### config.mk
export PLATFORM = sky130hd
export DESIGN_NAME = dds_word_decode_and_output_ctrl
export DESIGN_NICKNAME = d
export VERILOG_FILES = /design/src/rtl/dds_word_decode_and_output_ctrl.v
export VERILOG_INCLUDE_DIRS = /design/src /design/src/rtl
export SDC_FILE = /design/constraint.sdc
export NUM_CORES = 1
export LEC_CHECK = 0
export BUFFER_PORTS_ARGS = -buffer_cell sky130_fd_sc_hd__buf_2
export CAP_MARGIN = 20
export CORE_MARGIN = 1
export CORE_UTILIZATION = 67
export DETAILED_ROUTE_END_ITERATION = 6
export PLACE_DENSITY = 0.92
export SYNTH_ARGS = -nofsm -noshare
export SYNTH_HDL_FRONTEND = slang
export SYNTH_SLANG_ARGS = --single-unit
### constraint.sdc
create_clock -name sys_clk_i -period 13.8 [get_ports sys_clk_i]
set_input_delay 2.07 -clock sys_clk_i [delete_from_list [all_inputs] [get_ports sys_clk_i]]
set_output_delay 2.07 -clock sys_clk_i [all_outputs]
set_load 0.05 [all_outputs]
### src/rtl/dds_defines.vh
// constants of the synthesizer word decoder and output control
`ifndef DDS_DEFINES_VH
`define DDS_DEFINES_VH
// bus word offsets (word addresses)
`define OFS_WORD       3'd0
`define OFS_STATUS     3'd1
`define OFS_TUNE_A     3'd2
`define OFS_TUNE_B     3'd3
`define OFS_OFFSET     3'd4
`define OFS_PHASE      3'd5
// word target codes, bits 15:14
`define TGT_CTRL       2'b00
`define TGT_TUNE_A     2'b01
`define TGT_TUNE_B     2'b10
`define TGT_OFFSET     2'b11
// control word fields
`define CB_FULL_WORD   13
`define CB_HALF_SEL    12
`define CB_TUNE_SEL    11
`define CB_OFS_SEL     10
`define CB_PIN_CTRL    9
`define CB_RESET       8
`define CB_CLK_HALT    7
`define CB_CONV_PD     6
`define CB_OUT_EN      5
`define CB_CMP_ROUTE   4
`define CB_NO_HALVE    3
`define CB_TRIANGLE    1
// phase offset word fields
`define PB_OFS_SEL     13
// reset values and square route codes
`define CTRL_RESET     14'h0000
`define ROUTE_MSB_HALF 2'b00
`define ROUTE_MSB      2'b01
`define ROUTE_CMP      2'b10
// hold cycles after reset release; the waveform follows one cycle later
`define STARTUP_CYCLES 3'd7
`define MIDSCALE       10'h200
`endif

### src/rtl/dds_word_decode_and_output_ctrl.v
// word decoder, oscillator core and output control of the synthesizer
//
// Overview of operation
// - top two bits pick control, tuning, offset
// - half-word mode updates one 14-bit half
// - half select: 1 upper, 0 lower
// - offset word: bit 13 picks register
// - reset clears accumulator and sets output to midscale, registers kept
// - waveform appears eight cycles after release
// - pin control select picks reset source
// - reset pin asserts at once, release sampled
// - sleep pin powers down converter only
// - halt and power-down bits act independently
// - halted clock freezes accumulator and converter
// - words still accepted while clock halted
// - sleep pin asserts at once, release sampled
// - square output enable, msb or halved
// - comparator route needs no-halve bit set
// - mode bit: sine approximation or triangle
// - whole-word mode: lower first, upper second
// - select pins or bits pick active registers
`include "dds_defines.vh"
module dds_word_decode_and_output_ctrl
(
  // clock and reset
  input  wire        sys_clk_i,
  input  wire        reset_i,
  // avalon-mm slave
  input  wire [2:0]  avs_address_i,
  input  wire        avs_read_i,
  input  wire        avs_write_i,
  input  wire [31:0] avs_writedata_i,
  output wire [31:0] avs_readdata_o,
  output wire        avs_waitrequest_o,
  // serial link
  input  wire        serial_clk_i,
  input  wire        frame_sync_i,
  input  wire        serial_in_i,
  // device pins
  input  wire        reset_pin_i,
  input  wire        sleep_pin_i,
  input  wire        tuning_select_pin_i,
  input  wire        offset_select_pin_i,
  input  wire        comparator_i,
  // outputs
  output wire [9:0]  dac_data_o,
  output wire        dac_powerdown_o,
  output wire        square_out_o,
  output wire        square_oe_n_o
);

  // ----------------------------------------
  // pin synchronisers
  // ----------------------------------------
  reg [1:0] sclk_s_q;
  reg [1:0] fs_s_q;
  reg [1:0] sd_s_q;
  reg [1:0] tsel_s_q;
  reg [1:0] osel_s_q;
  reg [1:0] cmp_s_q;
  always @(posedge sys_clk_i or posedge reset_i)
  begin
    if (reset_i)
    begin
      sclk_s_q <= 2'b00;
      fs_s_q   <= 2'b11;
      sd_s_q   <= 2'b00;
      tsel_s_q <= 2'b00;
      osel_s_q <= 2'b00;
      cmp_s_q  <= 2'b00;
    end
    else
    begin
      sclk_s_q <= {sclk_s_q[0], serial_clk_i};
      fs_s_q   <= {fs_s_q[0], frame_sync_i};
      sd_s_q   <= {sd_s_q[0], serial_in_i};
      tsel_s_q <= {tsel_s_q[0], tuning_select_pin_i};
      osel_s_q <= {osel_s_q[0], offset_select_pin_i};
      cmp_s_q  <= {cmp_s_q[0], comparator_i};
    end
  end

  // assert at once, release on falling clock edge
  reg [1:0] rst_pin_q;
  reg [1:0] slp_pin_q;
  always @(negedge sys_clk_i or posedge reset_pin_i)
  begin
    if (reset_pin_i)
      rst_pin_q <= 2'b11;
    else
      rst_pin_q <= {rst_pin_q[0], 1'b0};
  end
  always @(negedge sys_clk_i or posedge sleep_pin_i)
  begin
    if (sleep_pin_i)
      slp_pin_q <= 2'b11;
    else
      slp_pin_q <= {slp_pin_q[0], 1'b0};
  end

  // ----------------------------------------
  // serial receiver
  // ----------------------------------------
  // bus handshake state, read by the receiver too
  reg        wait_q;
  wire       bus_wr = avs_write_i & ~wait_q & (avs_address_i == `OFS_WORD);
  reg        sclk_d1_q;
  reg [15:0] shift_q;
  reg [4:0]  bits_q;
  reg [15:0] ser_word_q;
  reg        ser_vld_q;
  wire       sclk_fall = sclk_d1_q & ~sclk_s_q[1];
  always @(posedge sys_clk_i or posedge reset_i)
  begin
    if (reset_i)
    begin
      sclk_d1_q  <= 1'b0;
      shift_q    <= 16'h0000;
      bits_q     <= 5'h00;
      ser_word_q <= 16'h0000;
      ser_vld_q  <= 1'b0;
    end
    else
    begin
      sclk_d1_q <= sclk_s_q[1];
      // a serial word meeting a bus write waits a cycle
      if (!bus_wr)
        ser_vld_q <= 1'b0;
      if (fs_s_q[1])
        bits_q <= 5'h00;
      else if (sclk_fall && bits_q != 5'h10)
      begin
        shift_q <= {shift_q[14:0], sd_s_q[1]};
        bits_q  <= bits_q + 5'h01;
        if (bits_q == 5'h0f)
        begin
          ser_word_q <= {shift_q[14:0], sd_s_q[1]};
          ser_vld_q  <= 1'b1;
        end
      end
    end
  end

  // ----------------------------------------
  // avalon slave
  // ----------------------------------------
  reg [31:0] rdata_q;
  wire       req    = avs_read_i | avs_write_i;
  // no new request while a serial word is pending
  wire       accept = req & wait_q & ~ser_vld_q;

  // ----------------------------------------
  // word decoder and registers
  // ----------------------------------------
  reg [13:0] ctrl_q;
  reg [27:0] tune_a_q;
  reg [27:0] tune_b_q;
  reg [11:0] ofs_a_q;
  reg [11:0] ofs_b_q;
  reg        upper_a_q;
  reg        upper_b_q;
  reg [1:0]  route_q;
  wire        wvld = ser_vld_q | bus_wr;
  // bus write first; a colliding serial word follows next cycle
  wire [15:0] word = bus_wr ? avs_writedata_i[15:0] : ser_word_q;
  wire        full_mode = ctrl_q[`CB_FULL_WORD];
  wire        hi_half   = full_mode ? 1'b0 : ctrl_q[`CB_HALF_SEL];
  always @(posedge sys_clk_i or posedge reset_i)
  begin
    if (reset_i)
    begin
      ctrl_q    <= `CTRL_RESET;
      tune_a_q  <= 28'h0000000;
      tune_b_q  <= 28'h0000000;
      ofs_a_q   <= 12'h000;
      ofs_b_q   <= 12'h000;
      upper_a_q <= 1'b0;
      upper_b_q <= 1'b0;
      route_q   <= `ROUTE_MSB_HALF;
    end
    else if (wvld)
    begin
      case (word[15:14])
        `TGT_CTRL:
        begin
          ctrl_q    <= word[13:0];
          upper_a_q <= 1'b0;
          upper_b_q <= 1'b0;
          // reserved routing combinations keep the last one
          if (!word[`CB_CMP_ROUTE])
            route_q <= word[`CB_NO_HALVE] ? `ROUTE_MSB : `ROUTE_MSB_HALF;
          else if (word[`CB_NO_HALVE])
            route_q <= `ROUTE_CMP;
        end
        `TGT_TUNE_A:
        begin
          if (full_mode ? upper_a_q : hi_half)
            tune_a_q[27:14] <= word[13:0];
          else
            tune_a_q[13:0]  <= word[13:0];
          upper_a_q <= full_mode & ~upper_a_q;
        end
        `TGT_TUNE_B:
        begin
          if (full_mode ? upper_b_q : hi_half)
            tune_b_q[27:14] <= word[13:0];
          else
            tune_b_q[13:0]  <= word[13:0];
          upper_b_q <= full_mode & ~upper_b_q;
        end
        default:
        begin
          if (word[`PB_OFS_SEL])
            ofs_b_q <= word[11:0];
          else
            ofs_a_q <= word[11:0];
        end
      endcase
    end
  end

  // ----------------------------------------
  // source selection
  // ----------------------------------------
  // pins or control bits, as pin control selects; halt is off under pin control
  wire pin_ctrl  = ctrl_q[`CB_PIN_CTRL];
  wire core_rst  = pin_ctrl ? rst_pin_q[1] : ctrl_q[`CB_RESET];
  wire conv_pd   = pin_ctrl ? slp_pin_q[1] : ctrl_q[`CB_CONV_PD];
  wire halt      = ~pin_ctrl & ctrl_q[`CB_CLK_HALT];
  wire tsel      = pin_ctrl ? tsel_s_q[1] : ctrl_q[`CB_TUNE_SEL];
  wire osel      = pin_ctrl ? osel_s_q[1] : ctrl_q[`CB_OFS_SEL];
  wire [27:0] tune_sel = tsel ? tune_b_q : tune_a_q;
  wire [11:0] ofs_sel  = osel ? ofs_b_q : ofs_a_q;

  // ----------------------------------------
  // oscillator core
  // ----------------------------------------
  reg [27:0] acc_q;
  reg [2:0]  start_q;
  reg [9:0]  dac_q;
  reg        pd_q;
  reg        msb_d_q;
  reg        half_q;
  reg        sq_q;
  reg        oe_n_q;
  // phase sum wraps at one full turn
  wire [11:0] phase = acc_q[27:16] + ofs_sel;
  wire [9:0]  x     = phase[10:1];
  wire [9:0]  xn    = 10'h3ff - x;
  wire [19:0] prod  = x * xn;
  wire [8:0]  amp   = prod[18:10];
  wire [9:0]  sine  = phase[11] ? (`MIDSCALE - {1'b0, amp}) : (`MIDSCALE + {1'b0, amp});
  // linear triangle bypasses the sine approximation
  wire [9:0]  tri_w = phase[11] ? ~x : x;
  wire [9:0]  wave  = ctrl_q[`CB_TRIANGLE] ? tri_w : sine;
  always @(posedge sys_clk_i or posedge reset_i)
  begin
    if (reset_i)
    begin
      acc_q   <= 28'h0000000;
      start_q <= `STARTUP_CYCLES;
      dac_q   <= `MIDSCALE;
      pd_q    <= 1'b1;
      msb_d_q <= 1'b0;
      half_q  <= 1'b0;
      sq_q    <= 1'b0;
      oe_n_q  <= 1'b1;
    end
    else
    begin
      pd_q <= conv_pd;
      if (core_rst)
      begin
        acc_q   <= 28'h0000000;
        start_q <= `STARTUP_CYCLES;
        dac_q   <= `MIDSCALE;
        half_q  <= 1'b0;
        msb_d_q <= 1'b0;
      end
      else if (!halt)
      begin
        // startup hold after a core reset
        if (start_q != 3'd0)
          start_q <= start_q - 3'd1;
        else
        begin
          acc_q <= acc_q + tune_sel;
          dac_q <= wave;
        end
        msb_d_q <= dac_q[9];
        if (dac_q[9] && !msb_d_q)
          half_q <= ~half_q;
      end
      oe_n_q <= ~ctrl_q[`CB_OUT_EN];
      case (route_q)
        `ROUTE_MSB: sq_q <= dac_q[9];
        `ROUTE_CMP: sq_q <= cmp_s_q[1];
        default:    sq_q <= half_q;
      endcase
    end
  end

  // ----------------------------------------
  // bus answer
  // ----------------------------------------
  always @(posedge sys_clk_i or posedge reset_i)
  begin
    if (reset_i)
    begin
      wait_q  <= 1'b1;
      rdata_q <= 32'h00000000;
    end
    else
    begin
      wait_q <= ~accept;
      if (accept)
      begin
        case (avs_address_i)
          `OFS_WORD:   rdata_q <= {18'h00000, ctrl_q};
          `OFS_STATUS: rdata_q <= {25'h0000000, start_q == 3'd0, halt, pd_q, core_rst, osel, tsel, pin_ctrl};
          `OFS_TUNE_A: rdata_q <= {4'h0, tune_a_q};
          `OFS_TUNE_B: rdata_q <= {4'h0, tune_b_q};
          `OFS_OFFSET: rdata_q <= {4'h0, ofs_b_q, 4'h0, ofs_a_q};
          `OFS_PHASE:  rdata_q <= {20'h00000, phase};
          default:     rdata_q <= 32'h00000000;
        endcase
      end
    end
  end

  // ----------------------------------------
  // output drivers
  // ----------------------------------------
  assign avs_readdata_o    = rdata_q;
  assign avs_waitrequest_o = wait_q;
  assign dac_data_o        = dac_q;
  assign dac_powerdown_o   = pd_q;
  assign square_out_o      = sq_q;
  assign square_oe_n_o     = oe_n_q;

endmodule

# Yosys cells after proc, flatten, opt, wreduce, memory -nomap -nowiden

Cells that the tools add are included.

Add/sub/neg operators: 7
Multiply operators: 1
Equal/unequal tests: 14
Mux-type cells: 39
Bitwise logic cells: 25
Reductions and logical operators: 28

Operator list:

| operator                                                            | number |
|---|---|
| 28-bit one-hot mux with 6 select lines                              | 1 |
| 28-bit two-way mux                                                  | 4 |
| 10-bit two-way mux                                                  | 6 |
| 28-bit adder                                                        | 1 |
| 3-bit AND reduction                                                 | 8 |
| 10-bit by 10-bit multiplier with 19-bit output                      | 1 |
| 1-bit two-way mux                                                   | 16 |
| 16-bit two-way mux                                                  | 1 |
| 1-bit NOT                                                           | 14 |
| 2-bit AND reduction                                                 | 7 |
| 12-bit adder                                                        | 1 |
| 12-bit two-way mux                                                  | 1 |
| 10-bit by 9-bit adder with 10-bit output, first input constant      | 1 |
| 5-bit two-way mux                                                   | 2 |
| 10-bit NOT                                                          | 1 |
| 2-bit nonzero test                                                  | 5 |
| 10-bit subtractor, first input constant                             | 1 |
| 10-bit by 9-bit subtractor with 10-bit output, first input constant | 1 |
| 3-bit two-way mux                                                   | 3 |
| 1-bit AND                                                           | 8 |
| 3-bit by 2-bit == test with 1-bit output, second input constant     | 2 |
| 3-bit == test, second input constant                                | 2 |
| 3-bit logical NOT                                                   | 2 |
| 2-bit != test, second input constant                                | 3 |
| 15 further kinds                                                    | 22 |

Register bits: 231
Input port bits: 47
Output and inout bits: 46
Word-level logic and storage cells: 147

# Longest topological paths before layout

Gate-level depths: netlist of run 1.

Word-level depth: 11
Depth in mapped cells: 33
Depth with buffers taken out: 31

==> results of run 1 <==
layout make-up:
| cell class | instances | area [um^2] |
|---|---|---|
| Sequential cell | 227 | 5700 |
| Inverter | 110 | 420 |
| Clock inverter | 21 | 299 |
| Clock buffer | 29 | 703 |
| Fill cell | 1311 | 5340 |
| Antenna cell | 1 | 2.50 |
| Multi-Input combinational cell | 1107 | 8390 |
| Tap cell | 280 | 350 |
| Timing Repair Buffer | 97 | 556 |
power by group:
group | total [mW] | internal (mW) | switching [mW]
sequential | 0.781 | 0.732 | 0.0486
clock | 0.793 | 0.501 | 0.292
combinational | 1.63 | 0.637 | 0.989
total | 3.20 | 1.87 | 1.33
layout by cell type (no fill, tap or decap), types with 10 or more instances in the layout:
cell	instances
xor2_1	26
a22oi_1	10
nand2_1	142
clkbuf_16	27
dfstp_2	13
mux2i_1	46
nor2b_1	13
a21o_1	15
o31ai_1	11
nand3_1	10
o21ai_0	90
buf_2	72
nand2b_1	11
nor2_1	155
dfrtp_1	214
a21oi_1	130
xnor2_1	38
and3_1	11
nor3_1	20
ha_1	112
mux2_2	85
fa_1	52
inv_1	108
a22o_1	16
buf_4	24
through the flow:
step                      util (%)  instance area [um^2]  hold WS (ps)  power [mW]
final                         75.5                 16400           349        3.20
after global routing          75.5                 16400           354        3.44
after CTS                     75.3                 16400           344        3.19
after detailed placement      70.7                 15400           338        2.38
after global placement        70.7                 15400           335        2.28
after floorplan                  -                 14800           331        2.03
registers in the layout (all words and copies together), names as in the netlist, 10 cells and up:
| signal | cells |
|---|---|
| dac_data_o | 10 |
| ofs_b_q | 12 |
| ofs_a_q | 12 |
| tune_b_q | 28 |
| tune_a_q | 28 |
| avs_readdata_o | 28 |
| acc_q | 28 |
| shift_q | 15 |
| ser_word_q | 16 |
| ctrl_q | 14 |
routing by layer:
layer | track usage [%] | routed length, um
met1 | 43.4 | 14500
met2 | 60.8 | 19200
met3 | 8.09 | 3730
met4 | 21.2 | 2310
met5 | 0 | 13
worst paths after layout:
check                              from             to  slack, ps  depth (start not counted)
setup reg to reg              ctrl_q[9]  dac_data_o[8]       4280                         32
max in group asynchronous   sleep_pin_i   slp_pin_q[0]       5360                          2
hold reg to reg            slp_pin_q[0]   slp_pin_q[1]        350                          0
min in group asynchronous       reset_i      bits_q[3]       1740                          2
setup / recovery              ctrl_q[9]  dac_data_o[8]       4280                         32
hold / removal             slp_pin_q[0]   slp_pin_q[1]        350                          0
kinds of logic (layout without fill, tap and decap cells):
group / Yosys count / in the layout / share of synthesized area (%)
AOI/OAI and AO/OA: 342 / 342 / 14.1
xor gates and xnor gates: 64 / 64 / 3.79
adders and majority gates: 164 / 164 / 16.5
buffers and inverters: 184 / 257 / 5.11
DFF: 227 / 227 / 38.5
muxes: 137 / 137 / 10.4
other: 1 / 7 / 0.0253
and+or+nand+nor: 394 / 394 / 11.6
==> summary.md, run 1 <==
| Metric | Value |
|---|---|
| Outcome | `finished clean` |
| Avg Cell Area, Syn | `9.78 um^2` |
| Syn Std Cell Area | `14800 um^2` |
| Synth area leaders | `dfrtp_1, ha_1, fa_1` |
| Detailed-router iteration count before antenna repair | `6` |
| Routed len/inst | `21.2 um` |
| Die Wd | `151 um` |
| WL final | `39700 um` |
| Chip Height | `151 um` |
| Most repeated cell in the gate-level netlist after synthesis | `dfrtp_1` |
| Clk sinks | `227` |
| Register bit total from synthesis | `227` |
| Worst-margin pin slew | `1170 ps` |
| Peak Freq | `0.105 GHz` |
| Largest area contributor in the netlist | `dfrtp_1` |
| Clock network latency to the later pin of the worst-skew pair | `580 ps` |
| Post-synth ARST share | `100%` |
| Count of cell types in the netlist | `70` |
| Overall global routing resource usage | `36.4%` |
| Crit end category | `flip-flop` |
| Family with the most delay on the worst path | `adder cells` |
| Final Cycle Share | `69.0%` |
| CP most frequent cell | `fa_1` |
| Num CTS Buffers | `25` |
| DRC Markers | `0` |
| Max incr delay on CP | `680 ps` |
| Final HPWL DP | `26900 um` |
| Data required time of the critical path | `14200 ps` |
| Top post-synthesis cells by count | `dfrtp_1, nor2_1, nand2_1` |
| Grt ovf | `0` |
| Setup Slack @ Placement | `4570 ps` |
| Dominant synthesized flop cell | `dfrtp_1` |
| Crit path max fanout | `13` |
| Post-CTS Hold Buffers | `0` |
| Die area | `22700 um^2` |
| Via Count | `12200` |
| DR vias/cell | `6.52` |
| Sequential-to-total area share from yosys stat | `38.5%` |
| Fin. max-slew vios | `0` |
| Largest net degree at the start of global routing | `149` |
| Final setup violation count | `0` |
| Cts repair resizes | `0` |
| Setup WS post-layout | `4280 ps` |
| Number of synthesis warnings | `0` |
| Share of the synthesized area in the top cell type | `36.2%` |
| Vias in the first global route | `12600` |
| Number of flops mapped to enable cells by yosys | `0` |
| Inst Count DP | `1819` |
| Number of H-tree levels | `1` |
| RSZ-0062 raised after global routing | `no` |
| Gpl congestion | `0.913` |
| CTS root buf | `clkbuf_16` |
| Synthesized netlist cell count | `1513` |
| Static leakage | `8.32 nW` |
| Pwr per Cell Area | `195 nW/um^2` |
| Critical Setup Path Class | `flip-flop to flip-flop` |
| Final setup TNS | `0 ps` |
| MaxCap Viol Count | `0` |
| Count of input and output buffers | `72` |
| Maximum clock insertion buffer count | `3` |
| # IOs | `93` |
| Type of the most critical hold path | `flip-flop to flip-flop` |
| Buffers & Inverters on Critical Path | `6` |
| CTS tree | `done` |
| DRT iter0 DRCs | `1314` |
| Layout cells sized above 1 | `16.3%` |
| Tmin final | `9520 ps` |
| P&R area growth vs syn | `11.0%` |
| Nets | `1783` |
| Setup Skew | `59.4 ps` |
| CTS clock-pin slew for the worst setup and hold paths | `60 ps` |
| Rows | `54` |
| Initial Util | `68.0%` |
| Non-filler instance count after layout | `1872` |
| Max-slew headroom | `19.9%` |
| Startpoint Class | `flip-flop` |
| ANT nets after route | `0` |
| Critical Path AT | `9920 ps` |
| Post-CTS setup repair buffer count | `0` |
| Final hold viol count | `0` |
| First-pass GRT wire length | `63700 um` |
| Core box area | `21800 um^2` |
| Worst IR Drop VDD | `0.000219 V` |
| Slowest-stage cell, CP | `dfrtp_1` |
| Antenna violations before repair | `2` |
Power figures use the tool's default switching activity.
==> run 2, diff against run 1 <==
--- a/config.mk
+++ b/config.mk
@@ -6,12 +6,13 @@
 export SDC_FILE = /design/constraint.sdc
 export NUM_CORES = 1
 export LEC_CHECK = 0
+export ABC_AREA = 1
 export BUFFER_PORTS_ARGS = -buffer_cell sky130_fd_sc_hd__buf_2
 export CAP_MARGIN = 20
 export CORE_MARGIN = 1
-export CORE_UTILIZATION = 67
+export CORE_UTILIZATION = 62
 export DETAILED_ROUTE_END_ITERATION = 6
-export PLACE_DENSITY = 0.92
+export PLACE_DENSITY = 0.86
 export SYNTH_ARGS = -nofsm -noshare
 export SYNTH_HDL_FRONTEND = slang
 export SYNTH_SLANG_ARGS = --single-unit
==> constraint.sdc (replaced) <==
create_clock -name sys_clk_i -period 9.1 [get_ports sys_clk_i]
set_input_delay 1.365 -clock sys_clk_i [delete_from_list [all_inputs] [get_ports sys_clk_i]]
set_output_delay 1.365 -clock sys_clk_i [all_outputs]
set_load 0.05 [all_outputs]
==> run 2 against run 1 <==
  * Sequential cell count unchanged
  * Utilization down 6.0 points
  * First-iteration DRC count up 18%
  * Design area up 3.2%
  * Clock-buffer cell count up 3
  * Sequential share of layout area down 1.1 points
  * Worst hold slack worse by 14 ps
  * Via count up 17%
  * Register-to-register slack worse by 3600 ps
  * Global-route usage down 2.2 points
  * Maximum frequency up 14%
  * Worst setup slack worse by 3600 ps
  * Critical path type unchanged
  * Largest cell class unchanged
  * Highest routed layer is now met4
==> summary.md, run 2 <==
| Metric | Value |
|---|---|
| DR vias/cell | `5.84` |
| Detailed-router iteration count before antenna repair | `6` |
| Post-CTS Hold Buffers | `0` |
| Startpoint Class | `flip-flop` |
| Buffers & Inverters on Critical Path | `8` |
| Overall global routing resource usage | `34.2%` |
| CTS clock-pin slew for the worst setup and hold paths | `70 ps` |
| Fin. max-slew vios | `0` |
| Setup WS post-layout | `718 ps` |
| CTS tree | `done` |
| ANT nets after route | `0` |
| Dominant synthesized flop cell | `dfrtp_1` |
| Slowest-stage cell, CP | `o21ai_0` |
| Top post-synthesis cells by count | `nand2_1, inv_1, o21ai_0` |
| Data required time of the critical path | `9510 ps` |
| Sequential-to-total area share from yosys stat | `36.7%` |
| Die area | `25600 um^2` |
| DRT iter0 DRCs | `1556` |
| Crit end category | `flip-flop` |
| MaxCap Viol Count | `0` |
| # IOs | `93` |
| RSZ-0062 raised after global routing | `no` |
| Gpl congestion | `0.961` |
| Nets | `2314` |
| Final hold viol count | `0` |
| Post-CTS setup repair buffer count | `0` |
| Setup Skew | `73.3 ps` |
| Most frequent cells in the layout | `nand2_1, inv_1, o21ai_0` |
| Area occupied by multi-input gates | `8380 um^2` |
| FF+latch area | `5700 um^2` |
| Num CTS Buffers | `24` |
| Type of the most critical hold path | `flip-flop to flip-flop` |
| Commonest non-fill, non-tap cell in the layout | `nand2_1` |
| DRC Markers | `0` |
| Post-synth ARST share | `100%` |
| Max incr delay on CP | `610 ps` |
| Die Wd | `160 um` |
| Peak Freq | `0.119 GHz` |
| Vias in the first global route | `13600` |
| CP most frequent cell | `nand2_1` |
| Family with the most delay on the worst path | `adder cells` |
| Count of cell types in the netlist | `53` |
| Synthesized netlist cell count | `2041` |
| P&R area growth vs syn | `9.27%` |
| Critical Path AT | `8790 ps` |
| Max-slew headroom | `26.7%` |
| Final setup violation count | `0` |
| Inserted Diodes | `0` |
| Avg Cell Area, Syn | `7.60 um^2` |
| Via Count | `14300` |
| Layout fillers | `1945` |
| Grt ovf | `0` |
| Routed len/inst | `17.8 um` |
| Final HPWL DP | `32000 um` |
| Register bit total from synthesis | `227` |
| Cts repair resizes | `0` |
| Setup Slack @ Placement | `886 ps` |
| Tmin final | `8380 ps` |
| Count of input and output buffers | `72` |
| WL final | `43400 um` |
| Internal reg-to-reg setup slack | `720 ps` |
| Crit path max fanout | `25` |
| Initial Util | `63.6%` |
| Most repeated cell in the gate-level netlist after synthesis | `nand2_1` |
| Maximum clock insertion buffer count | `3` |
| Clock network latency to the later pin of the worst-skew pair | `590 ps` |
| Critical Setup Path Class | `flip-flop to flip-flop` |
| Number of H-tree levels | `1` |
| Rows | `57` |
| Largest net degree at the start of global routing | `100` |
| Final setup TNS | `0 ps` |
| Core box area | `24400 um^2` |
| CTS root buf | `clkbuf_16` |
| Clk sinks | `227` |
| Synth area leaders | `dfrtp_1, nand2_1, ha_1` |
| Layout cells sized above 1 | `8.06%` |
| Antenna violations before repair | `1` |
| Syn Std Cell Area | `15500 um^2` |
| Outcome | `finished clean` |
| Final Cycle Share | `92.1%` |
| Largest area contributor in the netlist | `dfrtp_1` |
| Share of the synthesized area in the top cell type | `34.5%` |
| Chip Height | `160 um` |
| Number of synthesis warnings | `0` |
| First-pass GRT wire length | `69600 um` |
| Number of flops mapped to enable cells by yosys | `0` |
| Worst-margin pin slew | `1100 ps` |
-- run 2: per-stage QoR --
step / util, % / instance area [um^2] / hold WS (ps) / std cells
after floorplan: - / 15500 / 331 / 2046
after global placement: 66.3 / 16200 / 336 / 2398
after detailed placement: 66.3 / 16200 / 344 / 2398
after CTS: 69.5 / 16900 / 341 / 2445
after global routing: 69.5 / 16900 / 352 / 2445
final: 69.5 / 16900 / 335 / 2445
-- run 2: cells by family after synthesis --
logic type | count (synthesis) | share of synthesized area, %
other cells | 1 | 0.0242
compound gates | 416 | 14.8
flops | 227 | 36.7
buf+inv | 372 | 9.44
simple gates | 843 | 22.2
fa+ha+maj | 164 | 15.8
xor+xnor | 16 | 0.904
mux | 2 | 0.145
-- run 2: per-layer routing --
metal	track usage (%)	vias up	wire length (um)
met1	45.8	6716	17600
met2	53.9	733	19600
met4	17.0	0	2230
met5	0	-	0
met3	5.92	146	4030
li1	-	6692	-
-- run 2: final cells by class --
type                            count  share of cell area (%)
Timing Repair Buffer               94                    3.10
Tap cell                          324                    2.39
Multi-Input combinational cell   1447                    49.4
Clock buffer                       32                    3.78
Inverter                          305                    6.80
Sequential cell                   227                    33.6
Clock inverter                     16                   0.871
-- run 2: worst paths after layout --
path,start,end,depth (start not counted)
min in group asynchronous,reset_i,avs_readdata_o[21],2
hold / removal,slp_pin_q[0],slp_pin_q[1],0
setup / recovery,ctrl_q[9],dac_data_o[8],39
setup reg to reg,ctrl_q[9],dac_data_o[8],39
max in group asynchronous,sleep_pin_i,slp_pin_q[0],2
hold reg to reg,slp_pin_q[0],slp_pin_q[1],0
-- run 2: worst register-to-register path, delay by kind of cell (launching register included) --
| family | cells | cell delay, ps |
|---|---|---|
| AOI/OAI and AO/OA | 3 | 990 |
| DFF | 1 | 510 |
| adders and majority gates | 8 | 3500 |
| buffers and inverters | 8 | 1000 |
| and+or+nand+nor | 19 | 1980 |
| xor gates and xnor gates | 1 | 270 |
Power of run 2 is not shown: default switching activity piles up to over one toggle a cycle in this logic, so the estimate is an artifact.
==> run 3, diff against run 2 <==
--- a/config.mk
+++ b/config.mk
@@ -8,9 +8,11 @@
 export LEC_CHECK = 0
 export ABC_AREA = 1
 export BUFFER_PORTS_ARGS = -buffer_cell sky130_fd_sc_hd__buf_2
-export CAP_MARGIN = 20
+export CAP_MARGIN = 40
+export CELL_PAD_IN_SITES_DETAIL_PLACEMENT = 1
+export CELL_PAD_IN_SITES_GLOBAL_PLACEMENT = 1
 export CORE_MARGIN = 1
-export CORE_UTILIZATION = 62
+export CORE_UTILIZATION = 46
 export DETAILED_ROUTE_END_ITERATION = 6
 export PLACE_DENSITY = 0.86
 export SYNTH_ARGS = -nofsm -noshare
==> run 3 against run 2 <==
  * Worst hold slack gained 17 ps
  * Worst setup slack lost 79 ps
  * Largest cell class unchanged
  * Global-route usage shrank 2.6 points
==> summary.md, run 3 (same netlist as run 2, synthesis figures left out) <==
| Metric | Value |
|---|---|
| Outcome | `finished clean` |
| Data required time of the critical path | `9530 ps` |
| Setup WS post-layout | `639 ps` |
| Type of the most critical hold path | `flip-flop to flip-flop` |
| Startpoint Class | `flip-flop` |
| Setup Skew | `60.2 ps` |
| Rows | `66` |
| Crit path max fanout | `16` |
| Layout fillers | `4209` |
| WL final | `53200 um` |
| Core box area | `32900 um^2` |
| Vias in the first global route | `15300` |
| Non-filler instance count after layout | `2571` |
| DRT iter0 DRCs | `1025` |
| P&R area growth vs syn | `11.2%` |
| Final Cycle Share | `93.0%` |
| Layout cells sized above 1 | `8.41%` |
| Count of input and output buffers | `72` |
| Nets | `2321` |
| Final hold viol count | `0` |
| Critical Setup Path Class | `flip-flop to flip-flop` |
| Critical Path AT | `8900 ps` |
| Fin. max-slew vios | `0` |
| Worst-margin pin slew | `921 ps` |
| Number of H-tree levels | `1` |
| RSZ-0062 raised after global routing | `no` |
| FF+latch area | `5700 um^2` |
| Routed len/inst | `20.7 um` |
| Final setup violation count | `0` |
| # IOs | `93` |
| Area occupied by multi-input gates | `8380 um^2` |
| Chip Height | `186 um` |
| Tmin final | `8460 ps` |
| ANT nets after route | `0` |
| Largest net degree at the start of global routing | `102` |
| DRC Markers | `0` |
| Grt ovf | `0` |
| Peak Freq | `0.118 GHz` |
| Via Count | `14700` |
| CTS root buf | `clkbuf_16` |
| Antenna violations before repair | `0` |
| Die area | `34400 um^2` |
| MaxCap Viol Count | `0` |
| Max-slew headroom | `38.4%` |
| Overall global routing resource usage | `31.5%` |
| Inserted Diodes | `0` |
| Final HPWL DP | `40300 um` |
| First-pass GRT wire length | `83300 um` |
| Maximum clock insertion buffer count | `3` |
| Setup Slack @ Placement | `776 ps` |
| CTS clock-pin slew for the worst setup and hold paths | `70 ps` |
| Clock network latency to the later pin of the worst-skew pair | `590 ps` |
| Num CTS Buffers | `25` |
| Die Wd | `186 um` |
| Worst hold slack | `351 ps` |
| Clk sinks | `227` |
| Crit end category | `flip-flop` |
| DR vias/cell | `5.72` |
| Max incr delay on CP | `560 ps` |
| Initial Util | `47.2%` |
| Inst Count DP | `2522` |
| Detailed-router iteration count before antenna repair | `5` |
| Post-CTS setup repair buffer count | `0` |
| CP most frequent cell | `nand2_1` |
| Post-CTS Hold Buffers | `0` |
| Commonest non-fill, non-tap cell in the layout | `nand2_1` |
| Slowest-stage cell, CP | `xor2_1` |
| CTS tree | `done` |
| Final setup TNS | `0 ps` |
| Gpl congestion | `0.955` |
| Cts repair resizes | `0` |
| Most frequent cells in the layout | `nand2_1, inv_1, o21ai_0` |
## run 3: area by class of cell
| type | count | share of cell area [%] |
|---|---|---|
| multi-input cells | 1447 | 48.6 |
| flip-flops and latches | 227 | 33.1 |
| inverters | 305 | 6.69 |
| clock buffers | 33 | 4.17 |
| repair buffers | 100 | 3.53 |
| well taps | 442 | 3.21 |
| clock inverters | 17 | 0.762 |
## run 3: worst max-delay path: cells and delay by family, from the launching register on
| family | cells | cell delay, ps |
|---|---|---|
| compound gates | 1 | 140 |
| xor+xnor | 2 | 860 |
| fa+ha+maj | 8 | 3440 |
| buf+inv | 9 | 1290 |
| flops | 1 | 540 |
| simple gates | 19 | 2070 |
## run 3: through the flow
stage | cell area, um^2 | utilization (%)
after global placement | 16300 | 49.6
after floorplan | 15500 | -
after CTS | 17200 | 52.4
final | 17200 | 52.4
after global routing | 17200 | 52.4
after detailed placement | 16400 | 49.9
## run 3: per-layer routing
metal  vias to the layer above  share of wire, %  track usage [%]
li1                       6701                 -                -
met1                      7399                43             42.2
met2                       504                47             52.2
met3                       105               6.5             4.58
met4                         0               3.1             10.7
met5                         -                 0                0
## run 3: worst paths after layout
path / start / end / slack [ps] / cells after the start
worst max-delay path: ctrl_q[9] / dac_data_o[8] / 640 / 39
worst min-delay path: sd_s_q[0] / sd_s_q[1] / 350 / 0
worst max register to register: ctrl_q[9] / dac_data_o[8] / 640 / 39
worst min register to register: sd_s_q[0] / sd_s_q[1] / 350 / 0
max in group asynchronous: reset_pin_i / rst_pin_q[1] / 3720 / 2
min in group asynchronous: reset_i / avs_readdata_o[23] / 910 / 2
Power of run 3 is left out for the same reason.
